`config.mk`:
```
export PLATFORM = sky130hd
export DESIGN_NAME = chip_config_regs
export DESIGN_NICKNAME = d
export VERILOG_FILES = /design/src/design/cfg_regs_pkg.sv /design/src/design/chip_config_regs.sv /design/src/design/eeprom_addr_loader.sv /design/src/design/strap_capture.sv
export SDC_FILE = /design/constraint.sdc
export NUM_CORES = 1
export LEC_CHECK = 0
export ABC_CLOCK_PERIOD_IN_PS = 3600
export BUFFER_PORTS_ARGS = -buffer_cell sky130_fd_sc_hd__clkbuf_2
export CORE_UTILIZATION = 40
export CTS_CLUSTER_DIAMETER = 40
export DETAILED_ROUTE_END_ITERATION = 16
export PLACE_DENSITY = 0.62
export SLEW_MARGIN = 10
export SYNTH_ARGS = -nofsm -noshare
export SYNTH_HDL_FRONTEND = slang
export SYNTH_SLANG_ARGS = --single-unit
```
`constraint.sdc`:
```
create_clock -name CLK_SYS_I -period 3.6 [get_ports CLK_SYS_I]
set_input_delay 0 -clock CLK_SYS_I [delete_from_list [all_inputs] [get_ports CLK_SYS_I]]
set_output_delay 0 -clock CLK_SYS_I [all_outputs]
set_load 0.05 [all_outputs]
```
`src/design/cfg_regs_pkg.sv`:
```
// Constants and types for the configuration and station address bank
package cfg_regs_pkg;
    localparam int ADDR_W = 8;
    localparam int DATA_W = 16;
    localparam logic [7:0] OFS_CONFIG = 8'h08;
    localparam logic [7:0] OFS_SA_LOW = 8'h10;
    localparam logic [7:0] OFS_SA_MID = 8'h12;
    localparam logic [7:0] OFS_SA_HIGH = 8'h14;
    localparam logic [7:0] OFS_LOAD_STAT = 8'h16;
    localparam logic [7:0] OFS_BUS_CTRL = 8'h20;
    localparam int CFG_ENDIAN_BIT = 10;
    localparam int CFG_EE_PRESENT_BIT = 9;
    localparam int CFG_BUS8_BIT = 7;
    localparam int CFG_BUS16_BIT = 6;
    localparam int CFG_SHARED_BIT = 4;
    localparam int CFG_PKG48_BIT = 1;
    localparam int STAT_DONE_BIT = 0;
    localparam int STAT_BUSY_BIT = 1;
    localparam int STAT_SWWR_BIT = 2;
    localparam int BC_DRIVE_BIT = 6;
    localparam int BC_CLKSEL_BIT = 2;
    localparam int BC_DIV_LSB = 0;
    localparam logic [15:0] BUS_CTRL_RESET = 16'h0000;
    localparam logic [15:0] SA_RESET = 16'h0000;
    localparam logic [5:0] EE_FIRST_WORD = 6'h01;
    localparam logic [2:0] EE_READ_CMD = 3'b110;
    localparam logic [1:0] EE_WORDS = 2'h3;
    localparam logic [4:0] EE_CMD_LAST = 5'h08;
    localparam logic [4:0] EE_DATA_LAST = 5'h10;
    localparam int SYS_CLK_MHZ = 100;
    localparam int EE_SK_KHZ = 1000;
    localparam int EE_SK_HALF = SYS_CLK_MHZ * 1000 / (2 * EE_SK_KHZ);
    typedef enum logic [2:0] {
        L_IDLE,
        L_LOAD,
        L_CMD,
        L_DATA,
        L_GAP,
        L_DONE
    } load_state_t;
endpackage

```
`src/design/chip_config_regs.sv`:
```
// Chip configuration, station address and internal bus control registers
module chip_config_regs #(
    parameter int SK_HALF = cfg_regs_pkg::EE_SK_HALF
) (
    input wire logic CLK_SYS_I,
    input wire logic RSTN_I,
    input wire logic HOST_SEL_I,
    input wire logic HOST_WR_I,
    input wire logic HOST_RD_I,
    input wire logic [7:0] HOST_ADDR_I,
    input wire logic [1:0] HOST_BE_I,
    input wire logic [15:0] HOST_WDATA_I,
    output logic [15:0] HOST_RDATA_O,
    output logic HOST_RVALID_O,
    input wire logic EEPROM_SERIAL_CLOCK_PIN_I,
    output logic EEPROM_SERIAL_CLOCK_PIN_O,
    output logic EEPROM_SERIAL_CLOCK_PIN_OE_O,
    input wire logic EEPROM_DATA_PIN_I,
    output logic EEPROM_DATA_PIN_O,
    output logic EEPROM_DATA_PIN_OE_O,
    output logic EEPROM_CS_O,
    input wire logic PORT_LED_STRAP_PIN_I,
    input wire logic SHARED_BUS_STRAP_I,
    input wire logic PACKAGE_48PIN_I,
    output logic [1:0] BUS_CLK_DIV_O,
    output logic BUS_CLK_SEL_O,
    output logic PAD_DRIVE_16MA_O
);
    if (SK_HALF < 1 || SK_HALF > 255) begin
        $error("SK_HALF out of range");
    end

    typedef struct packed {
        logic [15:0] sa_low;
        logic [15:0] sa_mid;
        logic [15:0] sa_high;
        logic [15:0] bus_ctrl;
        logic load_done;
        logic sw_wr_seen;
        logic started;
        logic [15:0] rdata;
        logic rvalid;
        logic sk_oe;
        logic loader_done_seen;
    } regs_t;

    localparam regs_t REGS_RESET = '{
        sa_low: cfg_regs_pkg::SA_RESET,
        sa_mid: cfg_regs_pkg::SA_RESET,
        sa_high: cfg_regs_pkg::SA_RESET,
        bus_ctrl: cfg_regs_pkg::BUS_CTRL_RESET,
        load_done: 1'b0,
        sw_wr_seen: 1'b0,
        started: 1'b0,
        rdata: 16'h0000,
        rvalid: 1'b0,
        sk_oe: 1'b0,
        loader_done_seen: 1'b0
    };

    regs_t q;
    regs_t d;

    logic [4:0] straps;
    logic straps_valid;
    logic ld_cs;
    logic ld_sk;
    logic ld_dout;
    logic ld_busy;
    logic ld_done;
    logic ld_wr;
    logic [1:0] ld_idx;
    logic [15:0] ld_word;
    logic [15:0] cfg_word;
    logic [15:0] stat_word;
    logic wr_any;
    logic rd_any;
    logic ld_start;
    logic strap_endian;
    logic strap_ee_present;
    logic strap_bus16;
    logic strap_shared;
    logic strap_pkg48;
    logic hit_sa_low;
    logic hit_sa_mid;
    logic hit_sa_high;
    logic sa_write;

    strap_capture u_strap (
        .clk_i(CLK_SYS_I),
        .rst_n_i(RSTN_I),
        .pins_i({EEPROM_SERIAL_CLOCK_PIN_I, EEPROM_DATA_PIN_I, PORT_LED_STRAP_PIN_I,
                 SHARED_BUS_STRAP_I, PACKAGE_48PIN_I}),
        .straps_o(straps),
        .valid_o(straps_valid)
    );

    eeprom_addr_loader #(
        .SK_HALF(SK_HALF)
    ) u_loader (
        .clk_i(CLK_SYS_I),
        .rst_n_i(RSTN_I),
        .start_i(ld_start),
        .din_i(EEPROM_DATA_PIN_I),
        .cs_o(ld_cs),
        .sk_o(ld_sk),
        .dout_o(ld_dout),
        .busy_o(ld_busy),
        .done_o(ld_done),
        .wr_o(ld_wr),
        .idx_o(ld_idx),
        .word_o(ld_word)
    );

    // Load only when the presence strap says an EEPROM is fitted
    assign {strap_endian, strap_ee_present, strap_bus16, strap_shared, strap_pkg48} = straps;
    assign ld_start = straps_valid && strap_ee_present && !q.started;

    function automatic logic [15:0] merge(
        input logic [15:0] old,
        input logic [15:0] wdata,
        input logic [1:0] be
    );
        logic [15:0] res;
        res = old;
        if (be[0]) begin
            res[7:0] = wdata[7:0];
        end
        if (be[1]) begin
            res[15:8] = wdata[15:8];
        end
        return res;
    endfunction

    always_comb begin
        cfg_word = 16'h0000;
        cfg_word[cfg_regs_pkg::CFG_ENDIAN_BIT] = strap_endian;
        cfg_word[cfg_regs_pkg::CFG_EE_PRESENT_BIT] = strap_ee_present;
        cfg_word[cfg_regs_pkg::CFG_BUS8_BIT] = !strap_bus16;
        cfg_word[cfg_regs_pkg::CFG_BUS16_BIT] = strap_bus16;
        cfg_word[cfg_regs_pkg::CFG_SHARED_BIT] = strap_shared;
        cfg_word[cfg_regs_pkg::CFG_PKG48_BIT] = strap_pkg48;
    end

    always_comb begin
        stat_word = 16'h0000;
        stat_word[cfg_regs_pkg::STAT_DONE_BIT] = q.load_done;
        stat_word[cfg_regs_pkg::STAT_BUSY_BIT] = ld_busy;
        stat_word[cfg_regs_pkg::STAT_SWWR_BIT] = q.sw_wr_seen;
    end

    assign wr_any = HOST_SEL_I && HOST_WR_I;
    assign rd_any = HOST_SEL_I && HOST_RD_I && !HOST_WR_I;
    assign sa_write = wr_any && (hit_sa_low || hit_sa_mid || hit_sa_high);

    // Station address offsets
    always_comb begin
        hit_sa_low = (HOST_ADDR_I == cfg_regs_pkg::OFS_SA_LOW);
        hit_sa_mid = (HOST_ADDR_I == cfg_regs_pkg::OFS_SA_MID);
        hit_sa_high = (HOST_ADDR_I == cfg_regs_pkg::OFS_SA_HIGH);
    end

    always_comb begin
        d = q;
        d.rvalid = 1'b0;
        if (ld_start) begin
            d.started = 1'b1;
        end
        d.sk_oe = ld_busy;
        d.loader_done_seen = ld_done;
        // Loaded words land in order low, middle, high
        if (ld_wr) begin
            case (ld_idx)
                2'h0: begin
                    d.sa_low = ld_word;
                end
                2'h1: begin
                    d.sa_mid = ld_word;
                end
                2'h2: begin
                    d.sa_high = ld_word;
                end
                default: begin
                    d.sa_low = q.sa_low;
                end
            endcase
        end
        if (wr_any) begin
            case (HOST_ADDR_I)
                cfg_regs_pkg::OFS_SA_LOW: begin
                    d.sa_low = merge(q.sa_low, HOST_WDATA_I, HOST_BE_I);
                end
                cfg_regs_pkg::OFS_SA_MID: begin
                    d.sa_mid = merge(q.sa_mid, HOST_WDATA_I, HOST_BE_I);
                end
                cfg_regs_pkg::OFS_SA_HIGH: begin
                    d.sa_high = merge(q.sa_high, HOST_WDATA_I, HOST_BE_I);
                end
                cfg_regs_pkg::OFS_BUS_CTRL: begin
                    d.bus_ctrl = merge(q.bus_ctrl, HOST_WDATA_I, HOST_BE_I);
                end
                cfg_regs_pkg::OFS_LOAD_STAT: begin
                    if (HOST_BE_I[0] && HOST_WDATA_I[cfg_regs_pkg::STAT_DONE_BIT]) begin
                        d.load_done = 1'b0;
                    end
                    d.sw_wr_seen = 1'b0;
                end
                default: begin
                    d.bus_ctrl = q.bus_ctrl;
                end
            endcase
        end
        // Hardware sets win over same-cycle clears
        if (ld_done && !q.loader_done_seen) begin
            d.load_done = 1'b1;
        end
        if (sa_write) begin
            d.sw_wr_seen = 1'b1;
        end
        if (rd_any) begin
            d.rvalid = 1'b1;
            case (HOST_ADDR_I)
                cfg_regs_pkg::OFS_CONFIG: begin
                    d.rdata = cfg_word;
                end
                cfg_regs_pkg::OFS_SA_LOW: begin
                    d.rdata = q.sa_low;
                end
                cfg_regs_pkg::OFS_SA_MID: begin
                    d.rdata = q.sa_mid;
                end
                cfg_regs_pkg::OFS_SA_HIGH: begin
                    d.rdata = q.sa_high;
                end
                cfg_regs_pkg::OFS_LOAD_STAT: begin
                    d.rdata = stat_word;
                end
                cfg_regs_pkg::OFS_BUS_CTRL: begin
                    d.rdata = q.bus_ctrl;
                end
                default: begin
                    d.rdata = 16'h0000;
                end
            endcase
        end
    end

    always_ff @(posedge CLK_SYS_I or negedge RSTN_I) begin
        if (!RSTN_I) begin
            q <= REGS_RESET;
        end else begin
            q <= d;
        end
    end

    assign HOST_RDATA_O = q.rdata;
    assign HOST_RVALID_O = q.rvalid;
    assign EEPROM_SERIAL_CLOCK_PIN_O = ld_sk;
    assign EEPROM_SERIAL_CLOCK_PIN_OE_O = q.sk_oe;
    assign EEPROM_DATA_PIN_O = ld_dout;
    assign EEPROM_DATA_PIN_OE_O = ld_cs;
    assign EEPROM_CS_O = ld_cs;
    assign BUS_CLK_DIV_O = q.bus_ctrl[cfg_regs_pkg::BC_DIV_LSB +: 2];
    assign BUS_CLK_SEL_O = q.bus_ctrl[cfg_regs_pkg::BC_CLKSEL_BIT];
    assign PAD_DRIVE_16MA_O = q.bus_ctrl[cfg_regs_pkg::BC_DRIVE_BIT];
endmodule

```
`src/design/eeprom_addr_loader.sv`:
```
// Serial EEPROM reader that fetches the three station address words
module eeprom_addr_loader #(
    parameter int SK_HALF = cfg_regs_pkg::EE_SK_HALF
) (
    input wire logic clk_i,
    input wire logic rst_n_i,
    input wire logic start_i,
    input wire logic din_i,
    output logic cs_o,
    output logic sk_o,
    output logic dout_o,
    output logic busy_o,
    output logic done_o,
    output logic wr_o,
    output logic [1:0] idx_o,
    output logic [15:0] word_o
);
    if (SK_HALF < 1 || SK_HALF > 255) begin
        $error("SK_HALF out of range");
    end

    typedef struct packed {
        cfg_regs_pkg::load_state_t st;
        logic [7:0] div;
        logic [4:0] bitn;
        logic [1:0] word;
        logic [15:0] shf;
        logic cs;
        logic sk;
        logic dout;
        logic wr;
    } ld_t;

    localparam logic [7:0] HALF_LAST = 8'(SK_HALF - 1);

    ld_t q;
    ld_t d;
    logic tick;
    logic [5:0] ee_addr;

    always_comb begin
        d = q;
        d.wr = 1'b0;
        tick = (q.div == HALF_LAST);
        ee_addr = cfg_regs_pkg::EE_FIRST_WORD + {4'h0, q.word};
        d.div = tick ? 8'h00 : q.div + 8'h01;
        case (q.st)
            cfg_regs_pkg::L_IDLE: begin
                d.div = 8'h00;
                if (start_i) begin
                    d.st = cfg_regs_pkg::L_LOAD;
                end
            end
            cfg_regs_pkg::L_LOAD: begin
                d.cs = 1'b1;
                d.sk = 1'b0;
                d.bitn = 5'h00;
                d.div = 8'h00;
                d.shf = {cfg_regs_pkg::EE_READ_CMD, ee_addr, 7'h00};
                d.dout = cfg_regs_pkg::EE_READ_CMD[2];
                d.st = cfg_regs_pkg::L_CMD;
            end
            cfg_regs_pkg::L_CMD: begin
                if (tick) begin
                    d.sk = ~q.sk;
                    if (q.sk) begin
                        d.shf = {q.shf[14:0], 1'b0};
                        d.dout = q.shf[14];
                        d.bitn = q.bitn + 5'h01;
                        if (q.bitn == cfg_regs_pkg::EE_CMD_LAST) begin
                            d.st = cfg_regs_pkg::L_DATA;
                            d.bitn = 5'h00;
                            d.dout = 1'b0;
                        end
                    end
                end
            end
            cfg_regs_pkg::L_DATA: begin
                if (tick) begin
                    d.sk = ~q.sk;
                    if (q.sk) begin
                        d.shf = {q.shf[14:0], din_i};
                        d.bitn = q.bitn + 5'h01;
                        if (q.bitn == cfg_regs_pkg::EE_DATA_LAST) begin
                            d.wr = 1'b1;
                            d.cs = 1'b0;
                            d.st = cfg_regs_pkg::L_GAP;
                        end
                    end
                end
            end
            cfg_regs_pkg::L_GAP: begin
                if (tick) begin
                    if (q.word == cfg_regs_pkg::EE_WORDS - 2'h1) begin
                        d.st = cfg_regs_pkg::L_DONE;
                    end else begin
                        d.word = q.word + 2'h1;
                        d.st = cfg_regs_pkg::L_LOAD;
                    end
                end
            end
            cfg_regs_pkg::L_DONE: begin
                d.div = 8'h00;
            end
            default: begin
                d.st = cfg_regs_pkg::L_IDLE;
            end
        endcase
    end

    always_ff @(posedge clk_i or negedge rst_n_i) begin
        if (!rst_n_i) begin
            q <= '0;
        end else begin
            q <= d;
        end
    end

    assign cs_o = q.cs;
    assign sk_o = q.sk;
    assign dout_o = q.dout;
    assign busy_o = (q.st != cfg_regs_pkg::L_IDLE) && (q.st != cfg_regs_pkg::L_DONE);
    assign done_o = (q.st == cfg_regs_pkg::L_DONE);
    assign wr_o = q.wr;
    assign idx_o = q.word;
    assign word_o = q.shf;
endmodule

```
`src/design/strap_capture.sv`:
```
// Captures the strap pin levels once after reset release
module strap_capture (
    input wire logic clk_i,
    input wire logic rst_n_i,
    input wire logic [4:0] pins_i,
    output logic [4:0] straps_o,
    output logic valid_o
);
    typedef struct packed {
        logic valid;
        logic [4:0] straps;
    } strap_t;

    strap_t q;
    strap_t d;

    always_comb begin
        d = q;
        if (!q.valid) begin
            d.valid = 1'b1;
            d.straps = pins_i;
        end
    end

    always_ff @(posedge clk_i or negedge rst_n_i) begin
        if (!rst_n_i) begin
            q <= '0;
        end else begin
            q <= d;
        end
    end

    assign straps_o = q.straps;
    assign valid_o = q.valid;
endmodule
```
==> impl_metrics.xml <==
<?xml version="1.0" encoding="UTF-8"?>
<metrics>
  <group name="logic_synthesis">
    <metric name="postSynth.topFlopCell" unit="">sky130_fd_sc_hd__dfrtp_1</metric>
    <metric name="syn_area_per_cell" unit="sq um">10.7</metric>
    <metric name="syn_inst" unit="">602</metric>
    <metric name="synth_warnings" unit="">0</metric>
    <metric name="netlist_area" unit="sq mm">0.00643</metric>
    <metric name="synth-edff-count" unit="">0</metric>
    <metric name="yosysSeqAreaShare" unit="">0.506</metric>
    <metric name="postSynth.asyncResetShare" unit="">1.00</metric>
    <metric name="synth-seq-cells" unit="">130</metric>
    <metric name="synth_top_cells_by_area" unit="">sky130_fd_sc_hd__dfrtp_1, sky130_fd_sc_hd__a22o_1, sky130_fd_sc_hd__a21o_1</metric>
    <metric name="yosys.area.top_type" unit="">sky130_fd_sc_hd__dfrtp_1</metric>
    <metric name="netlist-cell-type-count" unit="">57</metric>
    <metric name="postSynthNetCount" unit="">646</metric>
    <metric name="synth.top_cell.area_share" unit="">0.506</metric>
  </group>
  <group name="pwr">
    <metric name="switching_power" unit="uW">1010</metric>
    <metric name="p_seq_frac" unit="">0.434</metric>
    <metric name="power.leakage" unit="uW">0.00383</metric>
    <metric name="power.share.switching" unit="">0.265</metric>
    <metric name="vdd.ir_drop.worst" unit="V">0.000375</metric>
    <metric name="part_of_the_power_in_combinational_logic" unit="">0.103</metric>
    <metric name="power.density_cell_area" unit="mW/mm^2">500</metric>
    <metric name="cell_internal_pwr" unit="uW">2810</metric>
    <metric name="clock_power_share" unit="">0.463</metric>
  </group>
  <group name="floorplanning">
    <metric name="floorplan.initialDensity" unit="">0.417</metric>
    <metric name="row_count" unit="">45</metric>
    <metric name="chipHeight" unit="um">129</metric>
    <metric name="ioPinCount" unit="">62</metric>
    <metric name="fp.dieArea" unit="sq mm">0.0166</metric>
    <metric name="core_area" unit="sq mm">0.0154</metric>
    <metric name="chipWidth" unit="um">129</metric>
  </group>
  <group name="setup_path">
    <metric name="path_common_cell" unit="">sky130_fd_sc_hd__or3_1</metric>
    <metric name="cp_top_family" unit="">simple AND/OR/NAND/NOR gates</metric>
    <metric name="worstPathMaxFanout" unit="">22</metric>
    <metric name="critical_path.endpoint_type" unit="">register</metric>
    <metric name="slowest_delay" unit="ns">0.51</metric>
    <metric name="path_class" unit="">register to register</metric>
    <metric name="cp.required" unit="ns">3.93</metric>
    <metric name="crit_path_cell_trace" unit="">or3_1 -&gt; or3_1 -&gt; a21oi_2 -&gt; buf_4 -&gt; nand3_1 -&gt; o21ai_0</metric>
    <metric name="critPathLaunchType" unit="">register</metric>
    <metric name="critical_path_s_slowest_cell" unit="">sky130_fd_sc_hd__a21oi_2</metric>
    <metric name="critical_path_arrival" unit="ns">2.72</metric>
    <metric name="worstPathBufferInverterCount" unit="">1</metric>
    <metric name="timing.reg2reg.setup_slack" unit="ns">1.21</metric>
  </group>
  <group name="cts">
    <metric name="ctsLongestPathBuffers" unit="">2</metric>
    <metric name="tritoncts_num_sinks" unit="">130</metric>
    <metric name="cts_inserted_buffers" unit="">17</metric>
    <metric name="post_cts_resize_count" unit="">0</metric>
    <metric name="tritoncts" unit="">yes</metric>
    <metric name="htree_levels" unit="">4</metric>
    <metric name="worst_skew_pair.late_latency" unit="ns">0.42</metric>
    <metric name="cell_at_the_root_of_the_clock_tree" unit="">sky130_fd_sc_hd__clkbuf_16</metric>
    <metric name="clkSlewWorstSetupHoldPaths" unit="ns">0.06</metric>
  </group>
  <group name="sta">
    <metric name="fmax" unit="MHz">419</metric>
    <metric name="period_minus_slack" unit="ns">2.39</metric>
    <metric name="timing.final.setup_violations" unit="">0</metric>
    <metric name="fin_crit_sh" unit="">0.663</metric>
    <metric name="clock_skew" unit="ns">0.00599</metric>
    <metric name="setup_total_negative_slack" unit="ns">0</metric>
    <metric name="final_hold_viol_count" unit="">0</metric>
    <metric name="worst_slew_pin_tran" unit="ns">1.05</metric>
    <metric name="grt_setup_unrepaired" unit="">no</metric>
    <metric name="fin_worst_hold_slack" unit="ns">0.0750</metric>
    <metric name="report.final.slew_viol_count" unit="">0</metric>
    <metric name="worst_slew_margin_rel" unit="">0.301</metric>
  </group>
  <group name="final_layout">
    <metric name="layout_common_cells" unit="">sky130_fd_sc_hd__dfrtp_1, sky130_fd_sc_hd__a22o_1, sky130_fd_sc_hd__clkbuf_2</metric>
    <metric name="layout_commonest_cell" unit="">sky130_fd_sc_hd__dfrtp_1</metric>
    <metric name="post_route_cells_drive_above_1_share" unit="">0.201</metric>
    <metric name="antenna_cells" unit="">0</metric>
    <metric name="layout.filler_cells" unit="">1434</metric>
    <metric name="flow.area_growth_from_synthesis" unit="%">19.0</metric>
    <metric name="finalNonFillerCells" unit="">891</metric>
    <metric name="fin_nets" unit="">711</metric>
  </group>
  <group name="routing">
    <metric name="met3RoutedLength" unit="um">880</metric>
    <metric name="wire_per_inst" unit="um">18.9</metric>
    <metric name="routed_wl" unit="um">16900</metric>
    <metric name="wl_met1" unit="um">7870</metric>
    <metric name="drtIter0Drc" unit="">391</metric>
    <metric name="remaining_drc_errors" unit="">0</metric>
    <metric name="drt-pass1-iter-count" unit="">5</metric>
    <metric name="drtAntennaViolNets" unit="">0</metric>
    <metric name="viasPerCell" unit="">5.80</metric>
    <metric name="met2_length" unit="um">7870</metric>
    <metric name="route.vias.total" unit="">5164</metric>
    <metric name="top_layer_in_use" unit="">met4</metric>
  </group>
  <group name="global_route">
    <metric name="grt_pass1_vias" unit="">5122</metric>
    <metric name="globalRouteOverflowTotal" unit="">0</metric>
    <metric name="grt_first_pass_wirelength" unit="um">27400</metric>
    <metric name="grt.total_usage" unit="">0.218</metric>
    <metric name="pin_count_of_the_biggest_net_entering_global_routing" unit="">67</metric>
    <metric name="grt_antenna_before_repair" unit="">0</metric>
  </group>
  <group name="placement">
    <metric name="port-buffer-count" unit="">61</metric>
    <metric name="gp_congestion" unit="">0.884</metric>
    <metric name="detailedPlacementHpwl" unit="um">11800</metric>
    <metric name="numPlacedInstances" unit="">836</metric>
  </group>
  <group name="hold_path">
    <metric name="worst_hold_path_type" unit="">input pin to register</metric>
  </group>
  <group name="status">
    <metric name="run_status" unit="">complete, no violations</metric>
  </group>
  <group name="flow_run">
    <metric name="maxCapViolCount" unit="">0</metric>
  </group>
</metrics>
[synth_stat cells, types with 3 or more instances]
cell type,n
sky130_fd_sc_hd__a211oi_1,3
sky130_fd_sc_hd__a21o_1,48
sky130_fd_sc_hd__a21oi_1,13
sky130_fd_sc_hd__a21oi_2,4
sky130_fd_sc_hd__a221oi_1,3
sky130_fd_sc_hd__a22o_1,62
sky130_fd_sc_hd__a22oi_1,15
sky130_fd_sc_hd__a31oi_1,8
sky130_fd_sc_hd__a41oi_1,3
sky130_fd_sc_hd__and3_1,6
sky130_fd_sc_hd__buf_2,10
sky130_fd_sc_hd__buf_4,20
sky130_fd_sc_hd__clkbuf_1,15
sky130_fd_sc_hd__dfrtp_1,130
sky130_fd_sc_hd__ha_1,8
sky130_fd_sc_hd__inv_1,25
sky130_fd_sc_hd__mux2_2,21
sky130_fd_sc_hd__mux2i_1,9
sky130_fd_sc_hd__nand2_1,30
sky130_fd_sc_hd__nand3_1,21
sky130_fd_sc_hd__nand3b_1,3
sky130_fd_sc_hd__nand4_1,4
sky130_fd_sc_hd__nand4b_1,3
sky130_fd_sc_hd__nor2_1,34
sky130_fd_sc_hd__nor2_2,4
sky130_fd_sc_hd__nor2b_1,9
sky130_fd_sc_hd__nor3_1,10
sky130_fd_sc_hd__o21ai_0,24
sky130_fd_sc_hd__o21ai_1,11
sky130_fd_sc_hd__o22ai_1,6
sky130_fd_sc_hd__or3_1,4
sky130_fd_sc_hd__xnor2_1,3
sky130_fd_sc_hd__xor2_1,3
[registers in the layout, indices dropped and copies added (netlist names)]
| name | cells |
|---|---|
| q | 64 |
| HOST_RDATA_O | 16 |
| u_loader.q | 16 |
| u_loader.word_o | 16 |
| u_strap.straps_o | 5 |
| BUS_CLK_DIV_O | 2 |
| u_loader.idx_o | 2 |
| BUS_CLK_SEL_O | 1 |
| EEPROM_SERIAL_CLOCK_PIN_OE_O | 1 |
| HOST_RVALID_O | 1 |
| PAD_DRIVE_16MA_O | 1 |
| u_loader.cs_o | 1 |
| u_loader.dout_o | 1 |
| u_loader.sk_o | 1 |
| u_loader.wr_o | 1 |
| u_strap.valid_o | 1 |
[power groups by stage]
| stage | Clock, uW | Sequential (uW) | Combinational (uW) |
|---|---|---|---|
| final | 1770 | 1660 | 393 |
| after global routing | 1850 | 1680 | 436 |
| after CTS | 1800 | 1660 | 394 |
| after detailed placement | 0 | 1680 | 372 |
| after global placement | 0 | 1680 | 361 |
| after floorplan | 0 | 1690 | 211 |
[metrics by stage]
step	power [uW]	cell area, sq um	utilization	setup WS, ns
floorplan	1900	6430	-	1.68
finish	3820	7650	0.496	1.21
detailed placement	2060	6810	0.442	1.20
global placement	2040	6810	0.442	1.29
global route	3970	7650	0.496	0.960
CTS	3850	7650	0.496	1.19
[worst register-to-register path, stage by stage, from the launching register on]
cell	delay (ns)
sky130_fd_sc_hd__dfrtp_1	0.42
sky130_fd_sc_hd__or3_1	0.41
sky130_fd_sc_hd__or3_1	0.42
sky130_fd_sc_hd__a21oi_2	0.51
sky130_fd_sc_hd__buf_4	0.33
sky130_fd_sc_hd__nand3_1	0.11
sky130_fd_sc_hd__o21ai_0	0.10
[repair_timing]
item | CTS | global route
setup buffers | 0 | 0
endpoints found under the hold margin | 136 | 0
hold buffers | 23 | 0
endpoints found under the setup margin | 0 | 0
[layout make-up]
class	count	area, sq um	share of cell area
clock buffers	19	443	0.0579
flip-flops and latches	130	3250	0.425
inverters	25	93.8	0.0123
repair buffers	92	611	0.0798
clock inverters	13	160	0.0209
well taps	211	264	0.0345
multi-input cells	401	2820	0.369
[kinds of logic (layout without fill, tap and decap cells)]
| logic type | after synthesis | count (layout) | share of synthesized area |
|---|---|---|---|
| AO/OA/AOI/OAI | 212 | 212 | 0.242 |
| XOR/XNOR | 6 | 6 | 0.00818 |
| other | 1 | 1 | 0.000583 |
| flip-flops | 130 | 130 | 0.506 |
| multiplexers | 30 | 30 | 0.0508 |
| AND/OR/NAND/NOR | 144 | 144 | 0.120 |
| adder cells (fa/ha/maj) | 8 | 8 | 0.0156 |
| buffers and inverters | 71 | 149 | 0.0563 |
[final timing paths]
check	from	end	cells past startpoint
hold reg to reg	q[0]$_DFF_PN0_	q[21]$_DFFE_PN0P_	1
min in group asynchronous	RSTN_I	u_strap.straps_o[4]$_DFFE_PN0N_	2
max in group asynchronous	RSTN_I	q[37]$_DFFE_PN0P_	3
hold / removal	HOST_ADDR_I[5]	HOST_RDATA_O[14]$_DFFE_PN0P_	4
setup reg to reg	u_loader.q[29]$_DFF_PN0_	u_loader.word_o[12]$_DFFE_PN0P_	6
setup / recovery	u_loader.q[29]$_DFF_PN0_	u_loader.word_o[12]$_DFFE_PN0P_	6
[routing by layer]
layer,GRT usage,up-vias
met5,0,-
met4,0.0803,0
met3,0.0441,21
met2,0.347,191
met1,0.294,2598
li1,-,2354
(Power assumes the default switching activity.)
